==> config.mk <==
export PLATFORM = sky130hd
export DESIGN_NAME = csr_routing_top
export DESIGN_NICKNAME = d
export VERILOG_FILES = /design/src/verilog/csr_pkg.sv /design/src/verilog/csr_gen_if.sv /design/src/verilog/csr_clock_gen.sv /design/src/verilog/csr_routing_top.sv
export SDC_FILE = /design/constraint.sdc
export NUM_CORES = 1
export LEC_CHECK = 0
export BUFFER_PORTS_ARGS = -buffer_cell sky130_fd_sc_hd__buf_4
export CORE_AREA = 8 8 154 214
export DETAILED_ROUTE_END_ITERATION = 7
export DIE_AREA = 0 0 162 222
export GPL_TIMING_DRIVEN = 1
export PLACE_DENSITY_LB_ADDON = 0.25
export REMOVE_ABC_BUFFERS = 1
export SLEW_MARGIN = 20
export SYNTH_ARGS = -nofsm -noshare
export SYNTH_HDL_FRONTEND = slang
export SYNTH_SLANG_ARGS = --single-unit
==> constraint.sdc <==
create_clock -name core_clk -period 5.2 [get_ports core_clk]
set_input_delay 0.78 -clock core_clk [delete_from_list [all_inputs] [get_ports core_clk]]
set_output_delay 0.78 -clock core_clk [all_outputs]
set_load 0.05 [all_outputs]
==> src/verilog/csr_pkg.sv <==
/*
 * Constants for the conversion signal routing block: register offsets,
 * field positions, reset values, route codes and bus answers.
 * Assumes a 32-bit AXI4-Lite register bus and a single 20 MHz core clock.
 */

package csr_pkg;

    // ==========================================================
    // Bus and widths
    // ==========================================================
    localparam int ADDR_W = 12;
    localparam int DATA_W = 32;
    localparam int DIV_W = 28;
    localparam int DIO_W = 14;
    localparam int NSIG = 3;

    // ==========================================================
    // Register offsets (byte addresses)
    // ==========================================================
    localparam logic [11:0] OFF_CLK1_GEN = 12'h320;
    localparam logic [11:0] OFF_CLK2_GEN = 12'h324;
    localparam logic [11:0] OFF_FRAME_GEN1 = 12'h32C;
    localparam logic [11:0] OFF_FRAME_GEN2 = 12'h330;
    localparam logic [11:0] OFF_ENABLES = 12'h33C;
    localparam logic [11:0] OFF_DRIVERS = 12'h340;
    localparam logic [11:0] OFF_SOURCES = 12'h344;
    localparam logic [11:0] OFF_STATUS = 12'h350;
    localparam logic [11:0] OFF_DIO_OE = 12'h360;
    localparam logic [11:0] OFF_DIO_OUT = 12'h364;

    // ==========================================================
    // Field positions
    // ==========================================================
    localparam int EN_CLK1_BIT = 0;
    localparam int EN_CLK2_BIT = 1;
    localparam int EN_FRAME_BIT = 8;
    localparam int FRAME_SRC_BIT = 29;
    localparam int ST_CLK1_BIT = 28;
    localparam int ST_CLK2_BIT = 29;
    localparam int ST_RUN_BIT = 30;
    localparam int ST_DONE_BIT = 31;

    // ==========================================================
    // Route codes; upper bit clear means off or on-board
    // ==========================================================
    localparam logic [1:0] SEL_BACKPLANE = 2'h2;
    localparam logic [1:0] SEL_FRONT = 2'h3;

    // ==========================================================
    // Reset values
    // ==========================================================
    localparam logic [DIV_W-1:0] DIV_RST = 28'hFFFFFFF;
    localparam logic [DIV_W-1:0] CNT_RST = 28'h0000000;
    localparam logic [2:0] EN_RST = 3'h0;
    localparam logic [5:0] ROUTE_RST = 6'h00;
    localparam logic [DIO_W-1:0] DIO_RST = 14'h0000;

    // ==========================================================
    // Bus answers
    // ==========================================================
    localparam logic [1:0] RESP_OKAY = 2'h0;
    localparam logic [1:0] RESP_SLVERR = 2'h2;

endpackage : csr_pkg

==> src/verilog/csr_gen_if.sv <==
/*
 * Carrier between the routing top and one divider generator.
 * Assumes both ends run on the same core clock.
 */
`timescale 1ns/1ps
`default_nettype none

interface csr_gen_if #(
    parameter int DIV_W = 28
);
    logic en;
    logic step;
    logic [DIV_W-1:0] div;
    logic clk;
    logic tick;

    modport gen (input en, input step, input div, output clk, output tick);
    modport ctl (output en, output step, output div, input clk, input tick);
endinterface : csr_gen_if

`default_nettype wire

==> src/verilog/csr_clock_gen.sv <==
/*
 * Divider generator: counts steps modulo div+1, gives a square-ish
 * clock and a one-cycle tick at each wrap.
 * Assumes step is a one-cycle enable in the core clock domain.
 */
`timescale 1ns/1ps
`default_nettype none

module csr_clock_gen #(
    parameter int DIV_W = 28
) (
    input wire logic core_clk, // Core clock
    input wire logic rst_n,    // Async reset, active low
    csr_gen_if.gen bus         // Control and outputs
);

    logic [DIV_W-1:0] cnt_q;
    logic [DIV_W-1:0] cnt_d;
    logic wrap;

    // ==========================================================
    // Next count
    // ==========================================================
    assign wrap = (cnt_q == bus.div);
    assign cnt_d = wrap ? '0 : cnt_q + 1'b1;

    // Counter held at zero while off so a restart is aligned
    always_ff @(posedge core_clk or negedge rst_n) begin
        if (!rst_n) begin
            cnt_q <= '0;
        end else if (!bus.en) begin
            cnt_q <= '0;
        end else if (bus.step) begin
            cnt_q <= cnt_d;
        end
    end

    // Output idles high when off; low for first half of a period
    // Limitation: divider zero gives no edges at core rate
    always_ff @(posedge core_clk or negedge rst_n) begin
        if (!rst_n) begin
            bus.clk <= 1'b1;
        end else if (!bus.en) begin
            bus.clk <= 1'b1;
        end else if (bus.step) begin
            bus.clk <= (cnt_d > (bus.div >> 1));
        end
    end

    // One tick per completed period
    always_ff @(posedge core_clk or negedge rst_n) begin
        if (!rst_n) begin
            bus.tick <= 1'b0;
        end else begin
            bus.tick <= bus.en & bus.step & wrap;
        end
    end

endmodule : csr_clock_gen

`default_nettype wire

==> src/verilog/csr_routing_top.sv <==
/*
 * Conversion signal routing: enables, output drivers and origin select
 * for two conversion clocks and a frame trigger, plus an AXI4-Lite slave.
 * Assumes all pin inputs are synchronous to core_clk and that the pads
 * resolve each output/enable pair into the shared wire.
 */
`timescale 1ns/1ps
`default_nettype none

module csr_routing_top #(
    parameter int DIV_W = csr_pkg::DIV_W,
    parameter int DIO_W = csr_pkg::DIO_W
) (
    input wire logic core_clk,                         // 20 MHz core clock
    input wire logic rst_n,                            // Async reset, active low
    input wire logic [csr_pkg::ADDR_W-1:0] s_axi_awaddr, // Write address
    input wire logic s_axi_awvalid,                    // Write address valid
    output logic s_axi_awready,                        // Write address ready
    input wire logic [31:0] s_axi_wdata,               // Write data
    input wire logic [3:0] s_axi_wstrb,                // Byte enables
    input wire logic s_axi_wvalid,                     // Write data valid
    output logic s_axi_wready,                         // Write data ready
    output logic [1:0] s_axi_bresp,                    // Write response
    output logic s_axi_bvalid,                         // Write response valid
    input wire logic s_axi_bready,                     // Write response ready
    input wire logic [csr_pkg::ADDR_W-1:0] s_axi_araddr, // Read address
    input wire logic s_axi_arvalid,                    // Read address valid
    output logic s_axi_arready,                        // Read address ready
    output logic [31:0] s_axi_rdata,                   // Read data
    output logic [1:0] s_axi_rresp,                    // Read response
    output logic s_axi_rvalid,                         // Read data valid
    input wire logic s_axi_rready,                     // Read data ready
    input wire logic seq_mode_on,                      // Converters in sequencer mode
    input wire logic [2:0] bp_line_i,                  // Backplane lines in
    output logic [2:0] bp_line_o,                      // Backplane lines out
    output logic [2:0] bp_line_oe,                     // Backplane drive enables
    input wire logic [DIO_W-1:0] dio_i,                // Front pins in
    output logic [DIO_W-1:0] dio_o,                    // Front pins out
    output logic [DIO_W-1:0] dio_oe,                   // Front pin drive enables
    output logic conv_clk1_o,                          // Routed conversion clock 1
    output logic conv_clk2_o,                          // Routed conversion clock 2
    output logic frame_trig_o                          // Routed frame trigger
);

    // ==========================================================
    // Register state
    // ==========================================================
    logic [2:0] gen_on_q;            // clock 1, clock 2, frame
    logic [5:0] driver_select_q;
    logic [5:0] origin_q;
    logic [DIV_W-1:0] div_q [csr_pkg::NSIG];
    logic frame_src_q;
    logic [DIV_W-1:0] frame_trigger_count_q;
    logic [DIO_W-1:0] dio_out_en_q;
    logic [DIO_W-1:0] dio_out_val_q;

    // Frame sequencing state
    logic frame_on_prev_q;
    logic frame_done_q;
    logic [DIV_W-1:0] frame_left_q;

    // Bus state
    logic bvalid_q;
    logic [1:0] bresp_q;
    logic rvalid_q;
    logic [1:0] rresp_q;
    logic [31:0] rdata_q;
    logic wr_go;
    logic rd_go;
    logic [csr_pkg::ADDR_W-1:0] wr_addr;
    logic [31:0] rd_val;
    logic rd_hit;
    logic wr_hit;

    // Generator side
    logic [2:0] gen_val;
    logic [2:0] gen_step;
    logic [2:0] routed_q;
    logic [DIO_W-1:0] front_sel;
    logic [DIO_W-1:0] front_val;

    csr_gen_if #(.DIV_W(DIV_W)) gen_bus [csr_pkg::NSIG] ();

    // ==========================================================
    // Byte-lane merge for partial writes
    // ==========================================================
    function automatic logic [31:0] merge(input logic [31:0] old_v,
                                          input logic [31:0] new_v,
                                          input logic [3:0] strb);
        logic [31:0] res;
        res = old_v;
        for (int b = 0; b < 4; b++) begin
            if (strb[b]) begin
                res[8*b +: 8] = new_v[8*b +: 8];
            end
        end
        return res;
    endfunction : merge

    // ==========================================================
    // AXI4-Lite write channel
    // ==========================================================
    // Address and data taken together; simpler than skid buffering
    assign wr_go = s_axi_awvalid & s_axi_wvalid & ~bvalid_q;
    assign s_axi_awready = wr_go;
    assign s_axi_wready = wr_go;
    assign wr_addr = {s_axi_awaddr[csr_pkg::ADDR_W-1:2], 2'b00};
    assign s_axi_bvalid = bvalid_q;
    assign s_axi_bresp = bresp_q;

    // Decode of writable offsets
    always_comb begin
        case (wr_addr)
            csr_pkg::OFF_CLK1_GEN, csr_pkg::OFF_CLK2_GEN,
            csr_pkg::OFF_FRAME_GEN1, csr_pkg::OFF_FRAME_GEN2,
            csr_pkg::OFF_ENABLES, csr_pkg::OFF_DRIVERS,
            csr_pkg::OFF_SOURCES, csr_pkg::OFF_DIO_OE,
            csr_pkg::OFF_DIO_OUT: wr_hit = 1'b1;
            default: wr_hit = 1'b0;
        endcase
    end

    // Write response one cycle after the take
    always_ff @(posedge core_clk or negedge rst_n) begin
        if (!rst_n) begin
            bvalid_q <= 1'b0;
            bresp_q <= csr_pkg::RESP_OKAY;
        end else if (wr_go) begin
            bvalid_q <= 1'b1;
            bresp_q <= wr_hit ? csr_pkg::RESP_OKAY : csr_pkg::RESP_SLVERR;
        end else if (s_axi_bready) begin
            bvalid_q <= 1'b0;
        end
    end

    // Control registers; one write starts all enabled generators
    always_ff @(posedge core_clk or negedge rst_n) begin
        if (!rst_n) begin
            gen_on_q <= csr_pkg::EN_RST;
            driver_select_q <= csr_pkg::ROUTE_RST;
            origin_q <= csr_pkg::ROUTE_RST;
            frame_src_q <= 1'b0;
            frame_trigger_count_q <= csr_pkg::CNT_RST;
            dio_out_en_q <= csr_pkg::DIO_RST;
            dio_out_val_q <= csr_pkg::DIO_RST;
            for (int i = 0; i < csr_pkg::NSIG; i++) begin
                div_q[i] <= csr_pkg::DIV_RST;
            end
        end else if (wr_go) begin
            case (wr_addr)
                csr_pkg::OFF_ENABLES: begin
                    logic [31:0] m;
                    m = merge({23'h0, gen_on_q[2], 6'h00, gen_on_q[1:0]},
                              s_axi_wdata, s_axi_wstrb);
                    gen_on_q <= {m[csr_pkg::EN_FRAME_BIT],
                                 m[csr_pkg::EN_CLK2_BIT],
                                 m[csr_pkg::EN_CLK1_BIT]};
                end
                csr_pkg::OFF_DRIVERS: begin
                    logic [31:0] m;
                    m = merge({26'h0, driver_select_q}, s_axi_wdata, s_axi_wstrb);
                    driver_select_q <= m[5:0];
                end
                csr_pkg::OFF_SOURCES: begin
                    logic [31:0] m;
                    m = merge({26'h0, origin_q}, s_axi_wdata, s_axi_wstrb);
                    origin_q <= m[5:0];
                end
                csr_pkg::OFF_CLK1_GEN: begin
                    logic [31:0] m;
                    m = merge({4'h0, div_q[0]}, s_axi_wdata, s_axi_wstrb);
                    div_q[0] <= m[DIV_W-1:0];
                end
                csr_pkg::OFF_CLK2_GEN: begin
                    logic [31:0] m;
                    m = merge({4'h0, div_q[1]}, s_axi_wdata, s_axi_wstrb);
                    div_q[1] <= m[DIV_W-1:0];
                end
                csr_pkg::OFF_FRAME_GEN1: begin
                    logic [31:0] m;
                    m = merge({2'h0, frame_src_q, 1'b0, div_q[2]},
                              s_axi_wdata, s_axi_wstrb);
                    div_q[2] <= m[DIV_W-1:0];
                    frame_src_q <= m[csr_pkg::FRAME_SRC_BIT];
                end
                csr_pkg::OFF_FRAME_GEN2: begin
                    logic [31:0] m;
                    m = merge({4'h0, frame_trigger_count_q}, s_axi_wdata, s_axi_wstrb);
                    frame_trigger_count_q <= m[DIV_W-1:0];
                end
                csr_pkg::OFF_DIO_OE: begin
                    logic [31:0] m;
                    m = merge({18'h0, dio_out_en_q}, s_axi_wdata, s_axi_wstrb);
                    dio_out_en_q <= m[DIO_W-1:0];
                end
                csr_pkg::OFF_DIO_OUT: begin
                    logic [31:0] m;
                    m = merge({18'h0, dio_out_val_q}, s_axi_wdata, s_axi_wstrb);
                    dio_out_val_q <= m[DIO_W-1:0];
                end
                default: begin
                end
            endcase
        end
    end

    // ==========================================================
    // AXI4-Lite read channel
    // ==========================================================
    assign rd_go = s_axi_arvalid & ~rvalid_q;
    assign s_axi_arready = rd_go;
    assign s_axi_rvalid = rvalid_q;
    assign s_axi_rresp = rresp_q;
    assign s_axi_rdata = rdata_q;

    // Read mux; reserved bits read zero
    always_comb begin
        rd_val = 32'h00000000;
        rd_hit = 1'b1;
        case ({s_axi_araddr[csr_pkg::ADDR_W-1:2], 2'b00})
            csr_pkg::OFF_ENABLES: rd_val = {23'h0, gen_on_q[2], 6'h00, gen_on_q[1:0]};
            csr_pkg::OFF_DRIVERS: rd_val = {26'h0, driver_select_q};
            csr_pkg::OFF_SOURCES: rd_val = {26'h0, origin_q};
            csr_pkg::OFF_CLK1_GEN: rd_val = {4'h0, div_q[0]};
            csr_pkg::OFF_CLK2_GEN: rd_val = {4'h0, div_q[1]};
            csr_pkg::OFF_FRAME_GEN1: rd_val = {2'h0, frame_src_q, 1'b0, div_q[2]};
            csr_pkg::OFF_FRAME_GEN2: rd_val = {4'h0, frame_trigger_count_q};
            csr_pkg::OFF_DIO_OE: rd_val = {18'h0, dio_out_en_q};
            csr_pkg::OFF_DIO_OUT: rd_val = {18'h0, dio_out_val_q};
            csr_pkg::OFF_STATUS: begin
                rd_val[DIV_W-1:0] = frame_left_q;
                rd_val[csr_pkg::ST_CLK1_BIT] = gen_val[0];
                rd_val[csr_pkg::ST_CLK2_BIT] = gen_val[1];
                rd_val[csr_pkg::ST_RUN_BIT] = gen_bus[2].en;
                rd_val[csr_pkg::ST_DONE_BIT] = frame_done_q;
            end
            default: rd_hit = 1'b0;
        endcase
    end

    // Read data one cycle after the take, held until rready
    always_ff @(posedge core_clk or negedge rst_n) begin
        if (!rst_n) begin
            rvalid_q <= 1'b0;
            rresp_q <= csr_pkg::RESP_OKAY;
            rdata_q <= 32'h00000000;
        end else if (rd_go) begin
            rvalid_q <= 1'b1;
            rresp_q <= rd_hit ? csr_pkg::RESP_OKAY : csr_pkg::RESP_SLVERR;
            rdata_q <= rd_val;
        end else if (s_axi_rready) begin
            rvalid_q <= 1'b0;
        end
    end

    // ==========================================================
    // Frame trigger count sequencing
    // ==========================================================
    // Count loads on the enable's rising edge; later count writes wait
    // for the next restart, except that a zero count halts the countdown at once
    always_ff @(posedge core_clk or negedge rst_n) begin
        if (!rst_n) begin
            frame_on_prev_q <= 1'b0;
            frame_done_q <= 1'b0;
            frame_left_q <= csr_pkg::CNT_RST;
        end else begin
            frame_on_prev_q <= gen_on_q[2];
            if (gen_on_q[2] && !frame_on_prev_q) begin
                frame_done_q <= 1'b0;
                frame_left_q <= frame_trigger_count_q;
            end else if (gen_bus[2].tick && frame_trigger_count_q != '0) begin
                frame_left_q <= frame_left_q - 1'b1;
                if (frame_left_q == {{(DIV_W-1){1'b0}}, 1'b1}) begin
                    frame_done_q <= 1'b1;
                end
            end
        end
    end

    // Frame steps on the chosen on-board clock generator's ticks
    assign gen_step[0] = 1'b1;
    assign gen_step[1] = 1'b1;
    assign gen_step[2] = frame_src_q ? gen_bus[1].tick : gen_bus[0].tick;

    // ==========================================================
    // Per-signal generators and routing
    // ==========================================================
    genvar g;
    generate
        for (g = 0; g < csr_pkg::NSIG; g++) begin : g_sig
            localparam int LSB = 2 * g;
            localparam int PIN = 2 * g; // Front pins 0, 2, 4

            // Zero count never sets done, so triggers run on
            assign gen_bus[g].en = (g == 2) ? (gen_on_q[g] & ~frame_done_q)
                                            : gen_on_q[g];
            assign gen_bus[g].step = gen_step[g];
            assign gen_bus[g].div = div_q[g];

            csr_clock_gen #(.DIV_W(DIV_W)) u_gen (
                .core_clk(core_clk),
                .rst_n(rst_n),
                .bus(gen_bus[g].gen)
            );

            // Clocks carry the divided clock, frame carries its tick
            assign gen_val[g] = (g == 2) ? gen_bus[g].tick : gen_bus[g].clk;

            // Backplane driver on code 10
            assign bp_line_o[g] = gen_val[g];
            assign bp_line_oe[g] = (driver_select_q[LSB+1 -: 2] == csr_pkg::SEL_BACKPLANE);

            // Front pin request on code 11
            assign front_sel[PIN] = (driver_select_q[LSB+1 -: 2] == csr_pkg::SEL_FRONT);
            assign front_val[PIN] = gen_val[g];
            assign front_sel[PIN+1] = 1'b0;
            assign front_val[PIN+1] = 1'b0;

            // Origin select; manual-mode converters see idle levels
            always_ff @(posedge core_clk or negedge rst_n) begin
                if (!rst_n) begin
                    routed_q[g] <= (g != 2);
                end else if (!seq_mode_on) begin
                    routed_q[g] <= (g != 2);
                end else begin
                    case (origin_q[LSB+1 -: 2])
                        csr_pkg::SEL_BACKPLANE: routed_q[g] <= bp_line_i[g];
                        csr_pkg::SEL_FRONT: routed_q[g] <= dio_i[PIN];
                        default: routed_q[g] <= gen_val[g];
                    endcase
                end
            end
        end
        // Pins above those shared with the generators
        for (g = 2 * csr_pkg::NSIG; g < DIO_W; g++) begin : g_spare
            assign front_sel[g] = 1'b0;
            assign front_val[g] = 1'b0;
        end
    endgenerate

    // ==========================================================
    // Front pins: general output always wins
    // ==========================================================
    assign dio_oe = dio_out_en_q | front_sel;
    assign dio_o = (dio_out_en_q & dio_out_val_q) | (~dio_out_en_q & front_val);

    assign conv_clk1_o = routed_q[0];
    assign conv_clk2_o = routed_q[1];
    assign frame_trig_o = routed_q[2];

endmodule : csr_routing_top

`default_nettype wire

==> run summary <==
status: finished, final reports clean
cell taking the most area after synthesis: dfrtp_1
DP Worst Slack: 0.965 ns
reg2reg setup slack: 0.86 ns
Worst Hold Margin: 0.203 ns
slowest stage cell on the critical path: nor3_1
die footprint: 0.0360 mm²
chip height: 222 µm
pwr/cell area: 265 mW/mm²
design area: 0.0200 mm²
CTS tree: done
area of the multi-input gates: 0.00901 mm²
CTS Hold Buffers Added: 0
Final Hold Viols: 0
reg2reg end: g_sig[1].u_gen.bus.clk
Routed wire per std cell: 23.1 µm
Final HPWL DP: 39.7 mm
VDD IR max: 0.237 mV
critical path type: reg2reg
Antenna Cells: 0
CP required: 5.71 ns
dpl cells: 2213
Post-Layout Cell Count: 2270
Area Growth Syn to Fin: 13.6%
number of I/O pins: 163
drt pass-1 iters: 6
Worst Skew: 0.0124 ns
crit share post-route: 0.834
fin nets: 2005
number of synthesized flops with an enable pin: 0
CP top delay family: simple AND/OR/NAND/NOR gates
DR vias: 14000
fin util: 0.674
synthesis warning total: 0
FF/Latch Area: 0.00797 mm²
count of final setup violators: 0
final setup TNS: 0 ns
Die W: 162 µm
clk buf depth: 3
postcts setup bufs: 0
Reg2Reg Depth: 13
Clock Tree Root: clkbuf_16
Crit path buffers/inverters: 0
Levels on crit path: 13
total power: 5.29 mW
core area: 0.0297 mm²
WL final: 52.4 mm
# clock sinks: 314
TritonCTS Buffers: 31
Max-Cap Viols: 0
crit path time final: 4.34 ns
largest net degree at the start of global routing: 109
GRT Total Usage: 0.290
initial antenna violation count: 0
clk_lat worst skew: 0.58 ns
Critical Path AT: 4.85 ns
synthesized flop and latch total: 314
Hold Crit Class: in2async
worst-path fanout max: 7
initial drt markers: 1025
htree depth: 1
post-synthesis sequential area ratio: 0.453
Worst-Margin Slew: 1.05 ns
via/cell ratio: 6.16
post-cts resize count: 0
leak pwr: 8.91 nW
Synth Flop Type: dfrtp_1
Setup crit end kind: register
cell area after placement: 0.0189 mm²
number of global-route vias before repair: 14300
routability cong.: 1.01
critical register-to-register path startpoint: g_sig[1].u_gen.cnt_q[0]
slack of the critical path: 0.863 ns
async set-reset flop share out of synthesis: 1.00
RSZ-0062 raised after global routing: false
ANT nets after route: 0
FP Rows: 75
CTS clk-pin slew, worst paths: 0.07 ns
fraction of layout cells with a size suffix above 1: 0.261
FMAX: 231 MHz
grt total ovfl: 0
Final Max Tran Viols: 0
drt drc: 0
# fillers: 2366
Synth cell types: 69
synthesized area: 0.0176 mm²
top-area cell type share of the netlist area: 0.321
most common cell in the netlist: nor2_1
crit start category: register
number of I/O port buffers: 142
starting density of the core: 0.594
crit path cell chain: ha_1 -> nand3_1 -> nor3_1 -> nand4_1 -> xor2_1 -> nor2_1 -> ha_1 -> and4_1 -> nand4_1 -> nor4_1 -> or3b_2 -> a2bb2o_1 -> a31o_2
Post-Syn Instances: 1754
Max stage delay on crit path: 0.70 ns
top cells by area, synth: dfrtp_1, dfstp_2, mux2_2
top cells by count, synth: nor2_1, dfrtp_1, mux2_2
Slew headroom: 0.297
syn avg cell area: 10.0 µm²
first-pass GRT wire length: 82.3 mm
## power breakdown
part / switching, mW / internal, mW / total [mW]
Combinational: 0.298 / 0.147 / 0.445
Clock: 0.983 / 1.34 / 2.33
Sequential: 0.0375 / 2.49 / 2.52
## worst max path at each step
stage | start | endpoint | slack (ns)
after global routing | g_sig[1].u_gen.cnt_q[0] | g_sig[1].u_gen.bus.clk | 0.64
after floorplan | gen_bus[1].div[2] | g_sig[1].u_gen.bus.clk | 0.11
final | g_sig[1].u_gen.cnt_q[0] | g_sig[1].u_gen.bus.clk | 0.86
after CTS | g_sig[1].u_gen.cnt_q[0] | g_sig[1].u_gen.bus.clk | 0.95
after global placement | g_sig[1].u_gen.cnt_q[0] | g_sig[1].u_gen.bus.clk | 1.03
after detailed placement | g_sig[1].u_gen.cnt_q[0] | g_sig[1].u_gen.bus.clk | 0.97
## cells by family after synthesis
kind of cell	count (synthesis)	share of synthesized area
DFF	314	0.453
adders and majority gates	59	0.0419
other	1	0.000213
muxes	197	0.124
and+or+nand+nor	604	0.167
xor gates and xnor gates	162	0.0806
buffers and inverters	155	0.0370
AOI/OAI and AO/OA	262	0.0967
## placed cells by master (no fill, tap or decap), types with 18 or more instances in the layout
cell type | synthesis | routed
a21o_1 | 18 | 18
a21oi_1 | 85 | 84
a221oi_1 | 26 | 26
and2_1 | 25 | 25
buf_4 | 17 | 155
clkbuf_16 | 0 | 31
dfrtp_1 | 226 | 226
dfstp_2 | 88 | 88
ha_1 | 59 | 59
inv_1 | 70 | 70
mux2_2 | 162 | 162
mux2i_1 | 34 | 34
nand2_1 | 114 | 114
nand3_1 | 58 | 58
nand4_1 | 43 | 43
nor2_1 | 230 | 230
nor4_1 | 28 | 26
o21ai_0 | 55 | 55
xnor2_1 | 90 | 90
xor2_1 | 72 | 72
## final cells by class
| cell class | instances | area share |
|---|---|---|
| clock buffers | 45 | 0.0450 |
| clock inverters | 12 | 0.00707 |
| inverters | 70 | 0.0131 |
| multi-input cells | 1286 | 0.451 |
| flip-flops and latches | 314 | 0.399 |
| well taps | 385 | 0.0241 |
| repair buffers | 158 | 0.0610 |
## worst reg2reg max path, cell delays in order (launching register included)
cell      delay, ns
dfrtp_1        0.46
ha_1           0.34
nand3_1        0.21
nor3_1         0.70
nand4_1        0.20
xor2_1         0.21
nor2_1         0.06
ha_1           0.26
and4_1         0.19
nand4_1        0.14
nor4_1         0.55
or3b_2         0.49
a2bb2o_1       0.25
a31o_2         0.21
## flip-flops by register name, summed over array words and instances (netlist names), 6 cells and up
| register | count |
|---|---|
| dio_out_en_q | 14 |
| origin_q | 6 |
| g_sig.u_gen.cnt_q | 84 |
| s_axi_rdata | 32 |
| dio_out_val_q | 14 |
| driver_select_q | 6 |
| gen_bus.div | 84 |
| frame_left_q | 28 |
| frame_trigger_count_q | 28 |
## layer usage
layer,vias up,routed length (µm),GRT usage
met1,6897,20800,0.361
met5,-,0,0
met4,0,2900,0.150
li1,6417,-,-
met2,539,25300,0.477
met3,130,3450,0.0478
Power figures use the tool's default switching activity.
